### config.mk
export PLATFORM = sky130hd
export DESIGN_NAME = msc_regs
export DESIGN_NICKNAME = d
export VERILOG_FILES = /design/src/common/msc_pkg.sv /design/src/hw/msc_regs.sv
export SDC_FILE = /design/constraint.sdc
export NUM_CORES = 1
export LEC_CHECK = 0
export ABC_AREA = 1
export BUFFER_PORTS_ARGS = -buffer_cell sky130_fd_sc_hd__buf_2
export CAP_MARGIN = 40
export CORE_MARGIN = 4
export CORE_UTILIZATION = 52
export DETAILED_ROUTE_END_ITERATION = 10
export GPL_TIMING_DRIVEN = 0
export PLACE_DENSITY = 0.83
export SLEW_MARGIN = 5
export SYNTH_ARGS = -nofsm -noshare
export SYNTH_HDL_FRONTEND = slang
export SYNTH_SLANG_ARGS = --single-unit
### constraint.sdc
create_clock -name clk -period 1.7 [get_ports clk]
set_input_delay 0.425 -clock clk [delete_from_list [all_inputs] [get_ports clk]]
set_output_delay 0.425 -clock clk [all_outputs]
set_load 0.05 [all_outputs]
### src/common/msc_pkg.sv
// Package for the miscellaneous system counter register bank.
// Assumes one 100 MHz clock and a same-clock register port from the host bus logic.
package msc_pkg;
  // ==========================================================================
  // Register offsets (byte addresses)
  localparam logic [7:0] OFS_TIMER_CONFIG        = 8'h8C;
  localparam logic [7:0] OFS_TIMER_CURRENT_COUNT = 8'h90;
  localparam logic [7:0] OFS_HOST_WORD_SWAP      = 8'h98;
  localparam logic [7:0] OFS_FREE_RUNNING_COUNT  = 8'h9C;
  localparam logic [7:0] OFS_DROPPED_FRAME_COUNT = 8'hA0;
  // ==========================================================================
  // Field positions and reset values
  localparam int          TIMER_RUN_BIT     = 29;
  localparam int          PRELOAD_MSB       = 15;
  localparam logic [15:0] PRELOAD_RESET     = 16'hFFFF;
  localparam logic [15:0] LIVE_COUNT_RESET  = 16'hFFFF;
  localparam logic [31:0] SWAP_RESET        = 32'h0000_0000;
  localparam logic [31:0] SWAP_HIGH_LOW     = 32'hFFFF_FFFF;
  localparam logic [31:0] DROP_RESET        = 32'h0000_0000;
  localparam logic [31:0] DROP_BEFORE_HALF  = 32'h7FFF_FFFF;
  localparam logic [31:0] DROP_HALFWAY      = 32'h8000_0000;
  localparam logic [31:0] FREE_RUN_RESET    = 32'h0000_0000;
  // ==========================================================================
  // Timing: the 25 MHz count step derived from the 100 MHz clock
  localparam int          CLK_PERIOD_NS     = 10;
  localparam int          COUNT_PERIOD_NS   = 40;
  localparam int          TICK_CYCLES       = COUNT_PERIOD_NS / CLK_PERIOD_NS;
  localparam logic [1:0]  TICK_LAST         = 2'(TICK_CYCLES - 1);
  localparam int          FR_CLEAR_NS       = 160;
  localparam int          FR_CLEAR_CYCLES   = FR_CLEAR_NS / CLK_PERIOD_NS;
  // ==========================================================================
  // Pin function encodings
  typedef enum logic [2:0] {
    PF_SERIAL_MEMORY = 3'b000,
    PF_GENERAL_OUTPUT_THREE_GENERAL_OUTPUT_FOUR     = 3'b001,
    PF_RSVD_A        = 3'b010,
    PF_GENERAL_OUTPUT_THREE_RXDV     = 3'b011,
    PF_RSVD_B        = 3'b100,
    PF_TXEN_GENERAL_OUTPUT_FOUR     = 3'b101,
    PF_TXEN_RXDV     = 3'b110,
    PF_TXCLK_RXCLK   = 3'b111
  } msc_pin_func_type;
  // ==========================================================================
  // Register port request carrier
  typedef struct packed {
    logic        rd;
    logic        wr;
    logic        width16;
    logic [7:0]  addr;
    logic [31:0] wdata;
  } msc_req_type;
  // Network debug signals that may be routed to the serial memory pins
  typedef struct packed {
    logic tx_en;
    logic tx_clk;
    logic rx_dv;
    logic rx_clk;
  } msc_dbg_type;
endpackage : msc_pkg

### src/hw/msc_regs.sv
// Miscellaneous system register bank: pin function select, timer, word swap,
// free-running counter and dropped frame counter.
// Assumes a same-clock register port, pin input still asynchronous.
`timescale 1ns/1ps
`default_nettype none

module msc_regs (
  input  wire logic                 clk,
  input  wire logic                 reset_n,
  input  wire msc_pkg::msc_req_type req,
  output var  logic [31:0]          rdata,
  output var  logic                 rvalid,
  input  wire logic                 frame_dropped,
  input  wire msc_pkg::msc_dbg_type dbg,
  input  wire logic                 general_output_three,
  input  wire logic                 general_output_four,
  input  wire logic                 sm_data_out,
  input  wire logic                 sm_data_oe_n,
  input  wire logic                 sm_clock_out,
  output var  logic                 sm_data_in,
  input  wire logic                 serial_memory_data_pin_i,
  output var  logic                 serial_memory_data_pin_o,
  output var  logic                 serial_memory_data_pin_oe_n,
  output var  logic                 serial_memory_clock_pin,
  input  wire logic [2:0]           pin_function_select,
  output var  logic                 timer_event,
  output var  logic                 drop_half_event
);

  // ==========================================================================
  // State
  typedef struct packed {
    logic        run;
    logic [15:0] preload;
    logic [15:0] live;
    logic [31:0] swap;
    logic [31:0] free_run;
    logic [31:0] fr_latch;
    logic        fr_held;
    logic [31:0] drops;
    logic [1:0]  prescale;
    logic [31:0] rdata;
    logic        rvalid;
    logic        pin_sync1;
    logic        pin_sync2;
    logic        data_o;
    logic        data_oe_n;
    logic        clock_o;
    logic        timer_ev;
    logic        half_ev;
  } msc_state_type;

  msc_state_type s_q;
  msc_state_type s_d;

  // ==========================================================================
  // Helpers
  // Merge a 16-bit host write into one half of a word
  function automatic logic [31:0] msc_merge(input logic [31:0] old, input logic [31:0] wd,
                                            input logic w16, input logic hi);
    logic [31:0] r;
    r = wd;
    if (w16) begin
      r = hi ? {wd[15:0], old[15:0]} : {old[31:16], wd[15:0]};
    end
    return r;
  endfunction : msc_merge

  logic        tick;
  logic        hi_half;
  logic [31:0] cfg_word;
  logic [31:0] cfg_new;
  logic [31:0] rd_word;
  logic        rd_hit_fr;
  logic        rd_hit_drop;

  // ==========================================================================
  // Next state
  always_comb begin
    s_d  = s_q;
    tick = (s_q.prescale == msc_pkg::TICK_LAST);
    // Half select only matters on a 16-bit bus; 32-bit ignores swap
    hi_half = req.addr[1] ^ (s_q.swap == msc_pkg::SWAP_HIGH_LOW);
    cfg_word = {2'b00, s_q.run, 13'h0000, s_q.preload};
    cfg_new  = msc_merge(cfg_word, req.wdata, req.width16, hi_half);
    rd_hit_fr   = req.rd && (req.addr[7:2] == msc_pkg::OFS_FREE_RUNNING_COUNT[7:2]);
    rd_hit_drop = req.rd && (req.addr[7:2] == msc_pkg::OFS_DROPPED_FRAME_COUNT[7:2]);

    // Free counter never gated by power state, only by reset
    s_d.prescale = tick ? 2'h0 : 2'(s_q.prescale + 2'h1);
    if (tick) begin
      s_d.free_run = s_q.free_run + 32'h0000_0001; // wraps naturally
    end

    // Timer run and preload writes
    s_d.timer_ev = 1'b0;
    if (req.wr && req.addr[7:2] == msc_pkg::OFS_TIMER_CONFIG[7:2]) begin
      s_d.run     = cfg_new[msc_pkg::TIMER_RUN_BIT];
      s_d.preload = cfg_new[msc_pkg::PRELOAD_MSB:0];
      if (!s_q.run && s_d.run) begin
        s_d.live = s_d.preload; // start from the fresh preload
      end
    end
    if (s_q.run && !s_d.run) begin
      s_d.preload = msc_pkg::PRELOAD_RESET;
    end
    if (s_q.run && s_d.run && tick) begin
      if (s_q.live == 16'h0000) begin
        s_d.live     = s_q.preload;
        s_d.timer_ev = 1'b1;
      end else begin
        s_d.live = s_q.live - 16'h0001;
      end
    end

    // Word swap register; network word order is untouched by it
    if (req.wr && req.addr[7:2] == msc_pkg::OFS_HOST_WORD_SWAP[7:2]) begin
      s_d.swap = msc_merge(s_q.swap, req.wdata, req.width16, hi_half);
    end

    // Drop counter: a drop in the read cycle survives the clear
    s_d.half_ev = 1'b0;
    if (rd_hit_drop) begin
      s_d.drops = frame_dropped ? 32'h0000_0001 : 32'h0000_0000;
    end else if (frame_dropped) begin
      s_d.drops   = s_q.drops + 32'h0000_0001;
      s_d.half_ev = (s_q.drops == msc_pkg::DROP_BEFORE_HALF);
    end

    // Read mux
    unique case (req.addr & 8'hFC)
      msc_pkg::OFS_TIMER_CONFIG:        rd_word = cfg_word;
      msc_pkg::OFS_TIMER_CURRENT_COUNT: rd_word = {16'h0000, s_q.live};
      msc_pkg::OFS_HOST_WORD_SWAP:      rd_word = s_q.swap;
      msc_pkg::OFS_FREE_RUNNING_COUNT:  rd_word = s_q.free_run;
      msc_pkg::OFS_DROPPED_FRAME_COUNT: rd_word = s_q.drops;
      default:                          rd_word = 32'h0000_0000;
    endcase
    // First 16-bit read latches the count, second returns the latch
    if (rd_hit_fr && req.width16) begin
      s_d.fr_held = !s_q.fr_held;
      if (!s_q.fr_held) begin
        s_d.fr_latch = s_q.free_run;
      end else begin
        rd_word = s_q.fr_latch;
      end
    end
    s_d.rvalid = req.rd;
    if (req.rd) begin
      s_d.rdata = req.width16 ? {16'h0000, hi_half ? rd_word[31:16] : rd_word[15:0]}
                              : rd_word;
    end

    // Pin routing, registered so the pins come from flops
    s_d.pin_sync1 = serial_memory_data_pin_i;
    s_d.pin_sync2 = s_q.pin_sync1;
    s_d.data_oe_n = 1'b0;
    case (msc_pkg::msc_pin_func_type'(pin_function_select))
      msc_pkg::PF_SERIAL_MEMORY: begin
        s_d.data_o    = sm_data_out;
        s_d.data_oe_n = sm_data_oe_n;
        s_d.clock_o   = sm_clock_out;
      end
      msc_pkg::PF_GENERAL_OUTPUT_THREE_GENERAL_OUTPUT_FOUR: begin
        s_d.data_o  = general_output_three;
        s_d.clock_o = general_output_four;
      end
      msc_pkg::PF_GENERAL_OUTPUT_THREE_RXDV: begin
        s_d.data_o  = general_output_three;
        s_d.clock_o = dbg.rx_dv;
      end
      msc_pkg::PF_TXEN_GENERAL_OUTPUT_FOUR: begin
        s_d.data_o  = dbg.tx_en;
        s_d.clock_o = general_output_four;
      end
      msc_pkg::PF_TXEN_RXDV: begin
        s_d.data_o  = dbg.tx_en;
        s_d.clock_o = dbg.rx_dv;
      end
      msc_pkg::PF_TXCLK_RXCLK: begin
        s_d.data_o  = dbg.tx_clk;
        s_d.clock_o = dbg.rx_clk;
      end
      // Reserved codes: park the data pin undriven, clock low
      default: begin
        s_d.data_o    = 1'b0;
        s_d.data_oe_n = 1'b1;
        s_d.clock_o   = 1'b0;
      end
    endcase
  end

  // ==========================================================================
  // State register; clears in one edge, well inside the allowed 160 ns
  always_ff @(posedge clk) begin
    if (!reset_n) begin
      s_q           <= '0;
      s_q.preload   <= msc_pkg::PRELOAD_RESET;
      s_q.live      <= msc_pkg::LIVE_COUNT_RESET;
      s_q.swap      <= msc_pkg::SWAP_RESET;
      s_q.free_run  <= msc_pkg::FREE_RUN_RESET;
      s_q.drops     <= msc_pkg::DROP_RESET;
      s_q.data_oe_n <= 1'b1;
    end else begin
      s_q <= s_d;
    end
  end

  // Outputs straight from flops
  assign rdata                       = s_q.rdata;
  assign rvalid                      = s_q.rvalid;
  assign sm_data_in                  = s_q.pin_sync2;
  assign serial_memory_data_pin_o    = s_q.data_o;
  assign serial_memory_data_pin_oe_n = s_q.data_oe_n;
  assign serial_memory_clock_pin     = s_q.clock_o;
  assign timer_event                 = s_q.timer_ev;
  assign drop_half_event             = s_q.half_ev;
endmodule : msc_regs

`default_nettype wire

==> flow_metrics.tcl, run 1 <==
set metrics [dict create \
    port_buffers 95 \
    fin_ws_ps -311 \
    cts.sinks 204 \
    finalHoldViolCount 0 \
    skew_ps 27.6 \
    die_y_microns 155 \
    rows 53 \
    area_growth_pct 34.8 \
    vias 12700 \
    tightest_slew_ps 854 \
    avgRoutedWirePerCell_microns 19.4 \
    grt_overflow 0 \
    netlist_top_cells_area "dfxtp_1 (36%), nand2_1 (12%), a21oi_1 (7.0%)" \
    vias_per_cell 5.84 \
    postCtsHoldBufs 0 \
    clk_pin_slew_ps 60 \
    drive_gt1_share_pct 34.9 \
    hpwl_microns 29500 \
    grt.busiest_layer "met2" \
    start_util_pct 53.2 \
    root_buffer "clkbuf_16" \
    status "finished with violations" \
    die_area_sq_um 24000 \
    grtUsageMet2_pct 52.5 \
    required_ps 2140 \
    period_share_pct 118 \
    synth-seq-cells 204 \
    peakVddDrop_v 0.000765 \
    synth.distinct_cells 49 \
    slew_violations 0 \
    postSynthCellCount 1670 \
    fin_cells 2183 \
    worstSetupEndpointType "register" \
    violations "setup timing" \
    coreArea_sq_um 21100 \
    drc_errors 0 \
    drtIter0Drc 1656 \
    h-tree-depth 1 \
    drv_cap 0 \
    finish.net_count 1957 \
    ys_seq_area_share_pct 36.4 \
    antenna_left 0 \
    cts_buffer_depth 3 \
    critPathLaunchType "register" \
    min_path_type "input port to register" \
    path_class "register to register" \
    grt_max_degree 13 \
    tritoncts "built" \
    grt_use_met1_pct 45.3 \
    slew_headroom_pct 43.1 \
    avgSynthCellArea_sq_um 6.72 \
    grt_pass1_wl_microns 63600 \
    fp.dieW_microns 155 \
    clk_latency_ps 530 \
    power_density_nw_per_um2 704 \
    crit_fanout 5 \
    num_io_pins 98 \
    final_util_pct 71.7 \
    period_minus_slack_ps 2010 \
    rrSetupSlack_ps -310 \
    hold_depth 3 \
    grt_pass1_vias 11600 \
    grt_setup_unrepaired "yes" \
    dp_slack_ps -795 \
    antenna_cells 0 \
    yosysTopAreaCellShare_pct 36.4 \
    crit_arrival_ps 2450 \
    cts_made_buffers 23 \
    wl_microns 42400 \
    synth_area_leader_cell "dfxtp_1" \
    r2r_cells 12 \
    hold_start "serial_memory_data_pin_i" \
    p_leak_nw 6.17 \
    synth_area_sq_um 11200 \
    r2r-end "rdata[8]$_SDFFE_PN0P_" \
    max_freq_mhz 497 \
    hold_end "s_d[5]$_SDFF_PN0_" \
    gp_congestion 1.02 \
    track_usage_pct 33.0 \
    syn_nets 1734 \
    antenna_found_initial 0 \
    first_pass_iters 7 \
    yosysWarnings 0 \
    grt_use_met3_pct 5.48 \
    r2r-start "s_q[149]$_SDFFE_PN0P_" \
    setup_viol_count_final 90 \
    placed_cells 2040 \
]
[cell usage after synthesis, drive strengths merged]
cell and count:
a211oi 3, a21oi 157, a22oi 15, a311oi 2, a31oi 3, a41oi 2
and3 2, buf 65, clkbuf 34, clkinv 5, dfxtp 204, ha 5
inv 192, nand2 381, nand3 97, nand3b 6, nand4 26, nor2 204
nor3 58, nor3b 4, nor4 8, o211ai 28, o21a 7, o21ai 132
o22ai 15, or2 4, xnor2 1, xor2 10
[per-layer routing]
metal	routed length, microns	share of wire, %
met5	0	0
met4	2040	4.8
met3	4660	11
met2	19000	45
met1	16700	39
[registers in the layout (all words and copies together), names as in the netlist]
name / flops
timer_event: 1
serial_memory_data_pin_oe_n: 1
s_q: 147
serial_memory_clock_pin: 1
s_d: 1
rvalid: 1
cfg_word: 17
serial_memory_data_pin_o: 1
sm_data_in: 1
drop_half_event: 1
rdata: 32
[critical path, cell delays in order, from the launching register on]
cell and delay, ps:
dfxtp_2 370, nand2_1 70, nor2_1 100, nand2_1 110
nor2_4 150, nand3_4 150, nand3_4 180, clkinvlp_4 190
buf_6 190, buf_8 140, nand2_2 80, nand3_2 80
a21oi_2 140
[report_power, final]
group | switching (mW) | leakage [nW] | total, mW | internal, mW
logic | 0.644 | 4.13 | 0.981 | 0.337
clock network | 2.08 | 0.362 | 4.81 | 2.73
registers | 0.0421 | 1.68 | 4.86 | 4.81
total | 2.76 | 6.17 | 10.7 | 7.89
[how the worst max path moves through the flow]
stage	slack, ps	end	from
floorplan	-40	s_q[138]$_SDFFE_PN0N_	s_q[41]$_SDFF_PP0_
finish	-310	rdata[8]$_SDFFE_PN0P_	s_q[149]$_SDFFE_PN0P_
CTS	-260	s_q[185]$_SDFFE_PN1P_	s_q[165]$_SDFFE_PN0P_
detailed placement	-800	rdata[12]$_SDFFE_PN0P_	req[38]
global route	-410	s_q[172]$_SDFFE_PN1P_	s_q[139]$_SDFFE_PN0P_
global placement	-790	rdata[12]$_SDFFE_PN0P_	req[39]
[cell type report]
class | count | area (sq um)
Fill cell | 1647 | 5970
Timing Repair inverter | 2 | 15.0
Multi-Input combinational cell | 1171 | 6970
Sequential cell | 204 | 4200
Buffer | 97 | 666
Inverter | 197 | 778
Clock buffer | 32 | 669
Tap cell | 275 | 344
Timing Repair Buffer | 197 | 1430
Clock inverter | 8 | 43.8
[logic make-up (layout without fill, tap and decap cells)]
kind of cell    after synthesis  after routing  synth area share [%]
compound gates              364            364                  18.2
xor+xnor                     11             11                 0.859
fa+ha+maj                     5              5                 0.558
buf+inv                     296            533                  11.6
flops                       204            204                  36.4
simple gates                790            791                  32.3
[placed cells by master (no fill, tap or decap), types with 14 or more instances in the layout]
cell type  count
a21oi_1      127
a21oi_2       28
a22oi_2       15
buf_2        105
buf_4        109
buf_6         29
clkbuf_1      28
clkbuf_16     25
dfxtp_1      143
dfxtp_2       47
dfxtp_4       14
inv_1        169
inv_2         18
nand2_1      322
nand2_2       31
nand2_4       27
nand3_1       53
nand3_2       36
nand4_1       22
nor2_1       161
nor2_2        23
nor2_4        18
nor3_1        29
nor3_2        21
o211ai_1      19
o21ai_0       88
o21ai_1       21
o21ai_2       21
o22ai_1       15
[metrics by stage]
| stage | TNS (ps) | instance area [sq um] | hold slack, ps | power [mW] |
|---|---|---|---|---|
| 2_1_floorplan | -88.8 | 11300 | 390 | 5.43 |
| 3_3_place_gp | -71790 | 12100 | 408 | 5.70 |
| 3_5_place_dp | -76570 | 12100 | 405 | 5.71 |
| 4_1_cts | -14280 | 14200 | 97.3 | 10.5 |
| 5_1_grt | -28260 | 15100 | 115 | 10.9 |
| 6_report | -18920 | 15100 | 103 | 10.7 |
[what timing repair did]
action / 4_1_cts / 5_1_grt
setup buffers: 66 / 31
gates resized for setup: 258 / 222
pin swaps: 68 / 91
setup endpoints to repair: 134 / 168
hold endpoints to repair: 0 / 0
cloned: 8 / 3
Power figures use the tool's default switching activity.
==> inputs of run 2 (changes only) <==
--- a/config.mk
+++ b/config.mk
@@ -10,9 +10,10 @@
 export CAP_MARGIN = 40
 export CORE_MARGIN = 4
 export CORE_UTILIZATION = 52
+export CTS_CLUSTER_SIZE = 10
 export DETAILED_ROUTE_END_ITERATION = 10
 export GPL_TIMING_DRIVEN = 0
-export PLACE_DENSITY = 0.83
+export PLACE_DENSITY = 0.8
 export SLEW_MARGIN = 5
 export SYNTH_ARGS = -nofsm -noshare
 export SYNTH_HDL_FRONTEND = slang
==> constraint.sdc (replaced) <==
create_clock -name clk -period 2.45 [get_ports clk]
set_input_delay 0.6125 -clock clk [delete_from_list [all_inputs] [get_ports clk]]
set_output_delay 0.6125 -clock clk [all_outputs]
set_load 0.05 [all_outputs]
==> run 2 against run 1 <==
The flow now finishes without violations. Sequential power decreased by 30%. Clock-buffer cell count increased by 1. Clock skew decreased by 16 ps. Flip-flop and latch count unchanged. Core utilization decreased by 11 points. Power decreased by 33%. Routed wire length decreased by 14%. Non-clock buffer count decreased by 97. Worst setup slack improved by 420 ps. Clock power decreased by 33%. Critical path depth decreased by 6.
==> flow_metrics.tcl, run 2 (synthesized netlist as in run 1, its figures left out) <==
set metrics [dict create \
    crit_fanout 10 \
    cts_made_buffers 25 \
    period_minus_slack_ps 2340 \
    r2r-start "s_q[42]$_SDFFE_PN0P_" \
    track_usage_pct 29.3 \
    postCtsHoldBufs 0 \
    coreArea_sq_um 21100 \
    grt_pass1_vias 10600 \
    tightest_slew_ps 734 \
    die_y_microns 155 \
    drv_cap 0 \
    clk_pin_slew_ps 50 \
    whs_ps 281 \
    status "finished, final reports clean" \
    fp.dieW_microns 155 \
    grt.busiest_layer "met2" \
    first_pass_iters 6 \
    top_register "s_q" \
    antenna_found_initial 0 \
    seq_area_sq_um 4080 \
    cts_buffer_depth 3 \
    slew_violations 0 \
    placed_cells 2040 \
    h-tree-depth 1 \
    switching_share_pct 24.3 \
    root_buffer "clkbuf_16" \
    critPathLaunchType "input port" \
    grt_use_met1_pct 40.6 \
    start_util_pct 53.2 \
    cts.sinks 204 \
    avgRoutedWirePerCell_microns 17.5 \
    drive_gt1_share_pct 14.7 \
    tritoncts "built" \
    fin_cells 2077 \
    vias 11700 \
    p_clk_share_pct 45.2 \
    hpwl_microns 28800 \
    comb_power_share_pct 7.2 \
    antenna_cells 0 \
    vias_per_cell 5.65 \
    finalHoldViolCount 0 \
    crit_arrival_ps 2760 \
    finish.net_count 1859 \
    p_int_mw 5.37 \
    n_fill_cell 2057 \
    power_density_nw_per_um2 557 \
    antenna_left 0 \
    grt_pass1_wl_microns 56700 \
    min_path_type "input port to register" \
    worstSetupEndpointType "register" \
    drtIter0Drc 1541 \
    clk_latency_ps 520 \
    drc_errors 0 \
    rrSetupSlack_ps 280 \
    grt_overflow 0 \
    seqPwrFrac_pct 47.6 \
    grtUsageMet2_pct 47.0 \
    switching_power_mw 1.72 \
    path_class "input port to register" \
    area_growth_pct 13.5 \
    wl_microns 36400 \
    grt_setup_unrepaired "no" \
    grt_use_met3_pct 4.78 \
    slew_headroom_pct 51.1 \
    skew_ps 11.8 \
    mostFrequentLayoutCells "nand2_1 (369), dfxtp_1 (204), nor2_1 (192)" \
    peakVddDrop_v 0.000392 \
    grt_max_degree 12 \
    final_common_cell "nand2_1" \
    gp_congestion 1.02 \
    hold_start "serial_memory_data_pin_i" \
    p_leak_nw 5.14 \
    period_share_pct 95.7 \
    max_freq_mhz 427 \
    num_io_pins 98 \
    multiInputGateArea_sq_um 5830 \
    power_mw 7.09 \
    crit_path_start "reset_n" \
    largest_reg_flops 147 \
    die_area_sq_um 24000 \
    setup_viol_count_final 0 \
    required_ps 2870 \
    rows 53 \
    port_buffers 95 \
]
[run 2: cell count changes in the layout (fill, tap and decap cells not counted), sizes merged]
cell and delta:
inv -1, clkinv -5, clkinvlp -3, nand3 -1, buf -96
[run 2: timing repair]
action / 4_1_cts / 5_1_grt
buffers inserted: 0 / 3
gates resized for setup: 0 / 1
setup endpoints to repair: 0 / 1
hold endpoints to repair: 0 / 0
[run 2: final timing paths]
| kind | to | depth (start not counted) |
|---|---|---|
| max | s_q[58]$_SDFFE_PN0P_ | 6 |
| min | s_d[5]$_SDFF_PN0_ | 3 |
| max reg2reg | s_q[70]$_SDFFE_PN0P_ | 9 |
| min reg2reg | sm_data_in$_SDFF_PN0_ | 2 |
[run 2: layout make-up]
class / count / area share (%)
flip-flops and latches: 204 / 32.1
plain buffers: 99 / 4.45
repair buffers: 98 / 3.91
well taps: 275 / 2.70
inverters: 197 / 5.81
multi-input cells: 1170 / 45.8
clock buffers: 33 / 5.23
clock inverters: 1 / 0.0688
[run 2: power groups by stage]
| stage | clock network, mW | registers (mW) | logic, mW |
|---|---|---|---|
| floorplan | 0 | 3.46 | 0.301 |
| global placement | 0 | 3.45 | 0.493 |
| detailed placement | 0 | 3.45 | 0.499 |
| CTS | 3.24 | 3.38 | 0.501 |
| global route | 3.38 | 3.38 | 0.549 |
| finish | 3.20 | 3.38 | 0.510 |
[run 2: per-stage QoR]
stage	TNS [ps]	instance area [sq um]	worst slack [ps]	util [%]
after floorplan	0	11200	510	-
after global placement	-6190	12000	-346	57.1
after detailed placement	-7060	12000	-381	57.1
after CTS	0	12700	139	60.3
after global routing	0	12700	21.5	60.4
final	0	12700	106	60.4
[run 2: routing by layer]
metal  wire, microns  vias to the layer above
met5               0                        -
met3            3540                       92
met1           15600                     5338
met4            1250                        0
met2           15900                      598
li1                -                     5704
[run 2: critical path, stage by stage]
cell      delay [ps]
buf_2            250
clkinv_1         330
nor2_1           570
inv_1            330
clkbuf_1         350
a211oi_1         310
==> inputs of run 3 (changes only) <==
--- a/config.mk
+++ b/config.mk
@@ -13,7 +13,7 @@
 export CTS_CLUSTER_SIZE = 10
 export DETAILED_ROUTE_END_ITERATION = 10
 export GPL_TIMING_DRIVEN = 0
-export PLACE_DENSITY = 0.8
+export PLACE_DENSITY = 0.83
 export SLEW_MARGIN = 5
 export SYNTH_ARGS = -nofsm -noshare
 export SYNTH_HDL_FRONTEND = slang
==> constraint.sdc (replaced) <==
create_clock -name clk -period 2 [get_ports clk]
set_input_delay 0.5 -clock clk [delete_from_list [all_inputs] [get_ports clk]]
set_output_delay 0.5 -clock clk [all_outputs]
set_load 0.05 [all_outputs]
==> run 3 against run 2 <==
The flow now finishes with violations (setup timing). Combinational power up 51%. Via count grew 4.7%. First-iteration DRC count decreased by 12%. Hold slack got worse by 120 ps.
==> flow_metrics.tcl, run 3 (synthesized netlist as in run 1, its figures left out) <==
set metrics [dict create \
    start_util_pct 53.2 \
    crit_path_max_incr_delay_ps 390 \
    antenna_found_initial 0 \
    cts_made_buffers 24 \
    p_clk_share_pct 44.1 \
    top_register "s_q" \
    critPathLaunchType "register" \
    r2r-end "s_q[171]$_SDFFE_PN1P_" \
    path_class "register to register" \
    port_buffers 95 \
    required_ps 2380 \
    max_freq_mhz 470 \
    num_io_pins 98 \
    p_int_mw 6.55 \
    status "finished with violations" \
    setup_viol_count_final 56 \
    mostFrequentLayoutCells "nand2_1 (348), nor2_1 (184), inv_1 (178)" \
    grt_pass1_wl_microns 57900 \
    seqPwrFrac_pct 47.2 \
    fin_ws_ps -127 \
    grt_max_degree 17 \
    hpwl_microns 29400 \
    die_y_microns 155 \
    vias_per_cell 5.80 \
    final_common_cell "nand2_1" \
    slew_headroom_pct 45.9 \
    peakVddDrop_v 0.000495 \
    hold_start "serial_memory_data_pin_i" \
    die_area_sq_um 24000 \
    dp_slack_ps -611 \
    drc_errors 0 \
    power_mw 8.78 \
    root_buffer "clkbuf_16" \
    period_share_pct 106 \
    n_fill_cell 1920 \
    slew_violations 0 \
    crit_fanout 8 \
    p_leak_nw 5.49 \
    postCtsHoldBufs 0 \
    h-tree-depth 1 \
    r2r-start "s_q[141]$_SDFFE_PN0P_" \
    clk_latency_ps 530 \
    first_pass_iters 6 \
    fp.dieW_microns 155 \
    tritoncts "built" \
    crit_slowest_cell "dfxtp_1" \
    power_density_nw_per_um2 634 \
    hold_depth 3 \
    seq_area_sq_um 4120 \
    cpMostUsedCell "nand2_4" \
    largest_reg_flops 147 \
    area_growth_pct 23.5 \
    hold_end "s_d[5]$_SDFF_PN0_" \
    antenna_cells 0 \
    grt_overflow 0 \
    gp_congestion 1.05 \
    vias 12300 \
    drv_cap 0 \
    switching_share_pct 25.4 \
    drtIter0Drc 1353 \
    crit_arrival_ps 2510 \
    wl_microns 40000 \
    antenna_left 0 \
    min_path_type "input port to register" \
    coreArea_sq_um 21100 \
    avgRoutedWirePerCell_microns 18.9 \
    grt_pass1_vias 10800 \
    crit_chain "nand2_1 > nor2_1 > nand2_1 > nor2_4 > nand2_2 > nand2_4 > nand2_4 > nand2_4 > nand3_4 > nand2_4 > nor2_8 > clkbuf_16 > nand3_2 > nand3_2" \
    grt_setup_unrepaired "yes" \
    r2r_cells 14 \
    comb_power_share_pct 8.7 \
    rrSetupSlack_ps -130 \
    finish.net_count 1903 \
    track_usage_pct 30.3 \
    switching_power_mw 2.23 \
    clk_pin_slew_ps 60 \
    rows 53 \
    cts_buffer_depth 3 \
    finalHoldViolCount 0 \
    worstSetupEndpointType "register" \
    tightest_slew_ps 812 \
    drive_gt1_share_pct 23.8 \
    multiInputGateArea_sq_um 6430 \
    cts.sinks 204 \
    violations "setup timing" \
    period_minus_slack_ps 2130 \
    skew_ps 15.3 \
]
run 3: cell types whose count changed in the layout (fill, tap and decap cells not counted), sizes merged:
| cell | previous run | this run |
|---|---|---|
| buf | 163 | 202 |
| clkbuf | 67 | 66 |
| clkinv | 5 | 4 |
| clkinvlp | 0 | 3 |
| inv | 193 | 191 |
| nand2 | 381 | 382 |
| nand3 | 97 | 98 |
| nand3b | 6 | 7 |
run 3: per-stage QoR:
stage	cells	cell area [sq um]	util (%)	hold slack (ps)	setup TNS, ps
floorplan	1670	11200	-	390	0
global placement	2040	12000	57.1	410	-43130
detailed placement	2040	12000	57.1	406	-46900
CTS	2082	12800	60.9	151	0
global route	2118	13900	65.7	171	-7200
finish	2118	13900	65.7	162	-3360
run 3: critical path, delay by kind of cell (launching register included):
kind	cells	cell delay, ps
buffers and inverters	1	190
flip-flops	1	390
AND/OR/NAND/NOR	13	1390
run 3: routing by layer:
layer,global-route usage [%],wire [microns],vias up
met4,11.5,1750,0
met1,41.7,16600,5689
met3,5.70,3880,113
met2,47.4,17700,669
met5,0,0,-
li1,-,-,5814
run 3: area by class of cell:
cell class              instances  area share, %
clock inverters                 1          0.117
plain buffers                  98           4.65
well taps                     275           2.48
repair buffers                141           6.57
multi-input cells            1173           46.4
inverters                     197           5.47
flip-flops and latches        204           29.8
clock buffers                  29           4.54
run 3: what timing repair did:
item	in CTS	in global routing
setup endpoints to repair	69	112
cloned	1	7
buffers inserted	12	29
pin swaps	7	57
gates resized for setup	18	208
run 3: worst max path at each step:
stage	depth (start not counted)	start	to	slack [ps]
floorplan	13	req[38]	rdata[5]$_SDFFE_PN0P_	170
global placement	12	req[39]	rdata[12]$_SDFFE_PN0P_	-610
detailed placement	13	req[38]	rdata[12]$_SDFFE_PN0P_	-610
CTS	9	s_q[107]$_SDFFE_PN0N_	s_q[135]$_SDFFE_PN0N_	0.3
global route	14	s_q[141]$_SDFFE_PN0P_	s_q[179]$_SDFFE_PN1P_	-200
finish	14	s_q[141]$_SDFFE_PN0P_	s_q[171]$_SDFFE_PN1P_	-130
run 3: power by group through the flow:
stage | clock network, mW | registers, mW | logic, mW
2_1_floorplan | 0 | 4.24 | 0.368
3_3_place_gp | 0 | 4.22 | 0.608
3_5_place_dp | 0 | 4.22 | 0.618
4_1_cts | 3.86 | 4.14 | 0.632
5_1_grt | 4.04 | 4.15 | 0.812
6_report | 3.87 | 4.14 | 0.768
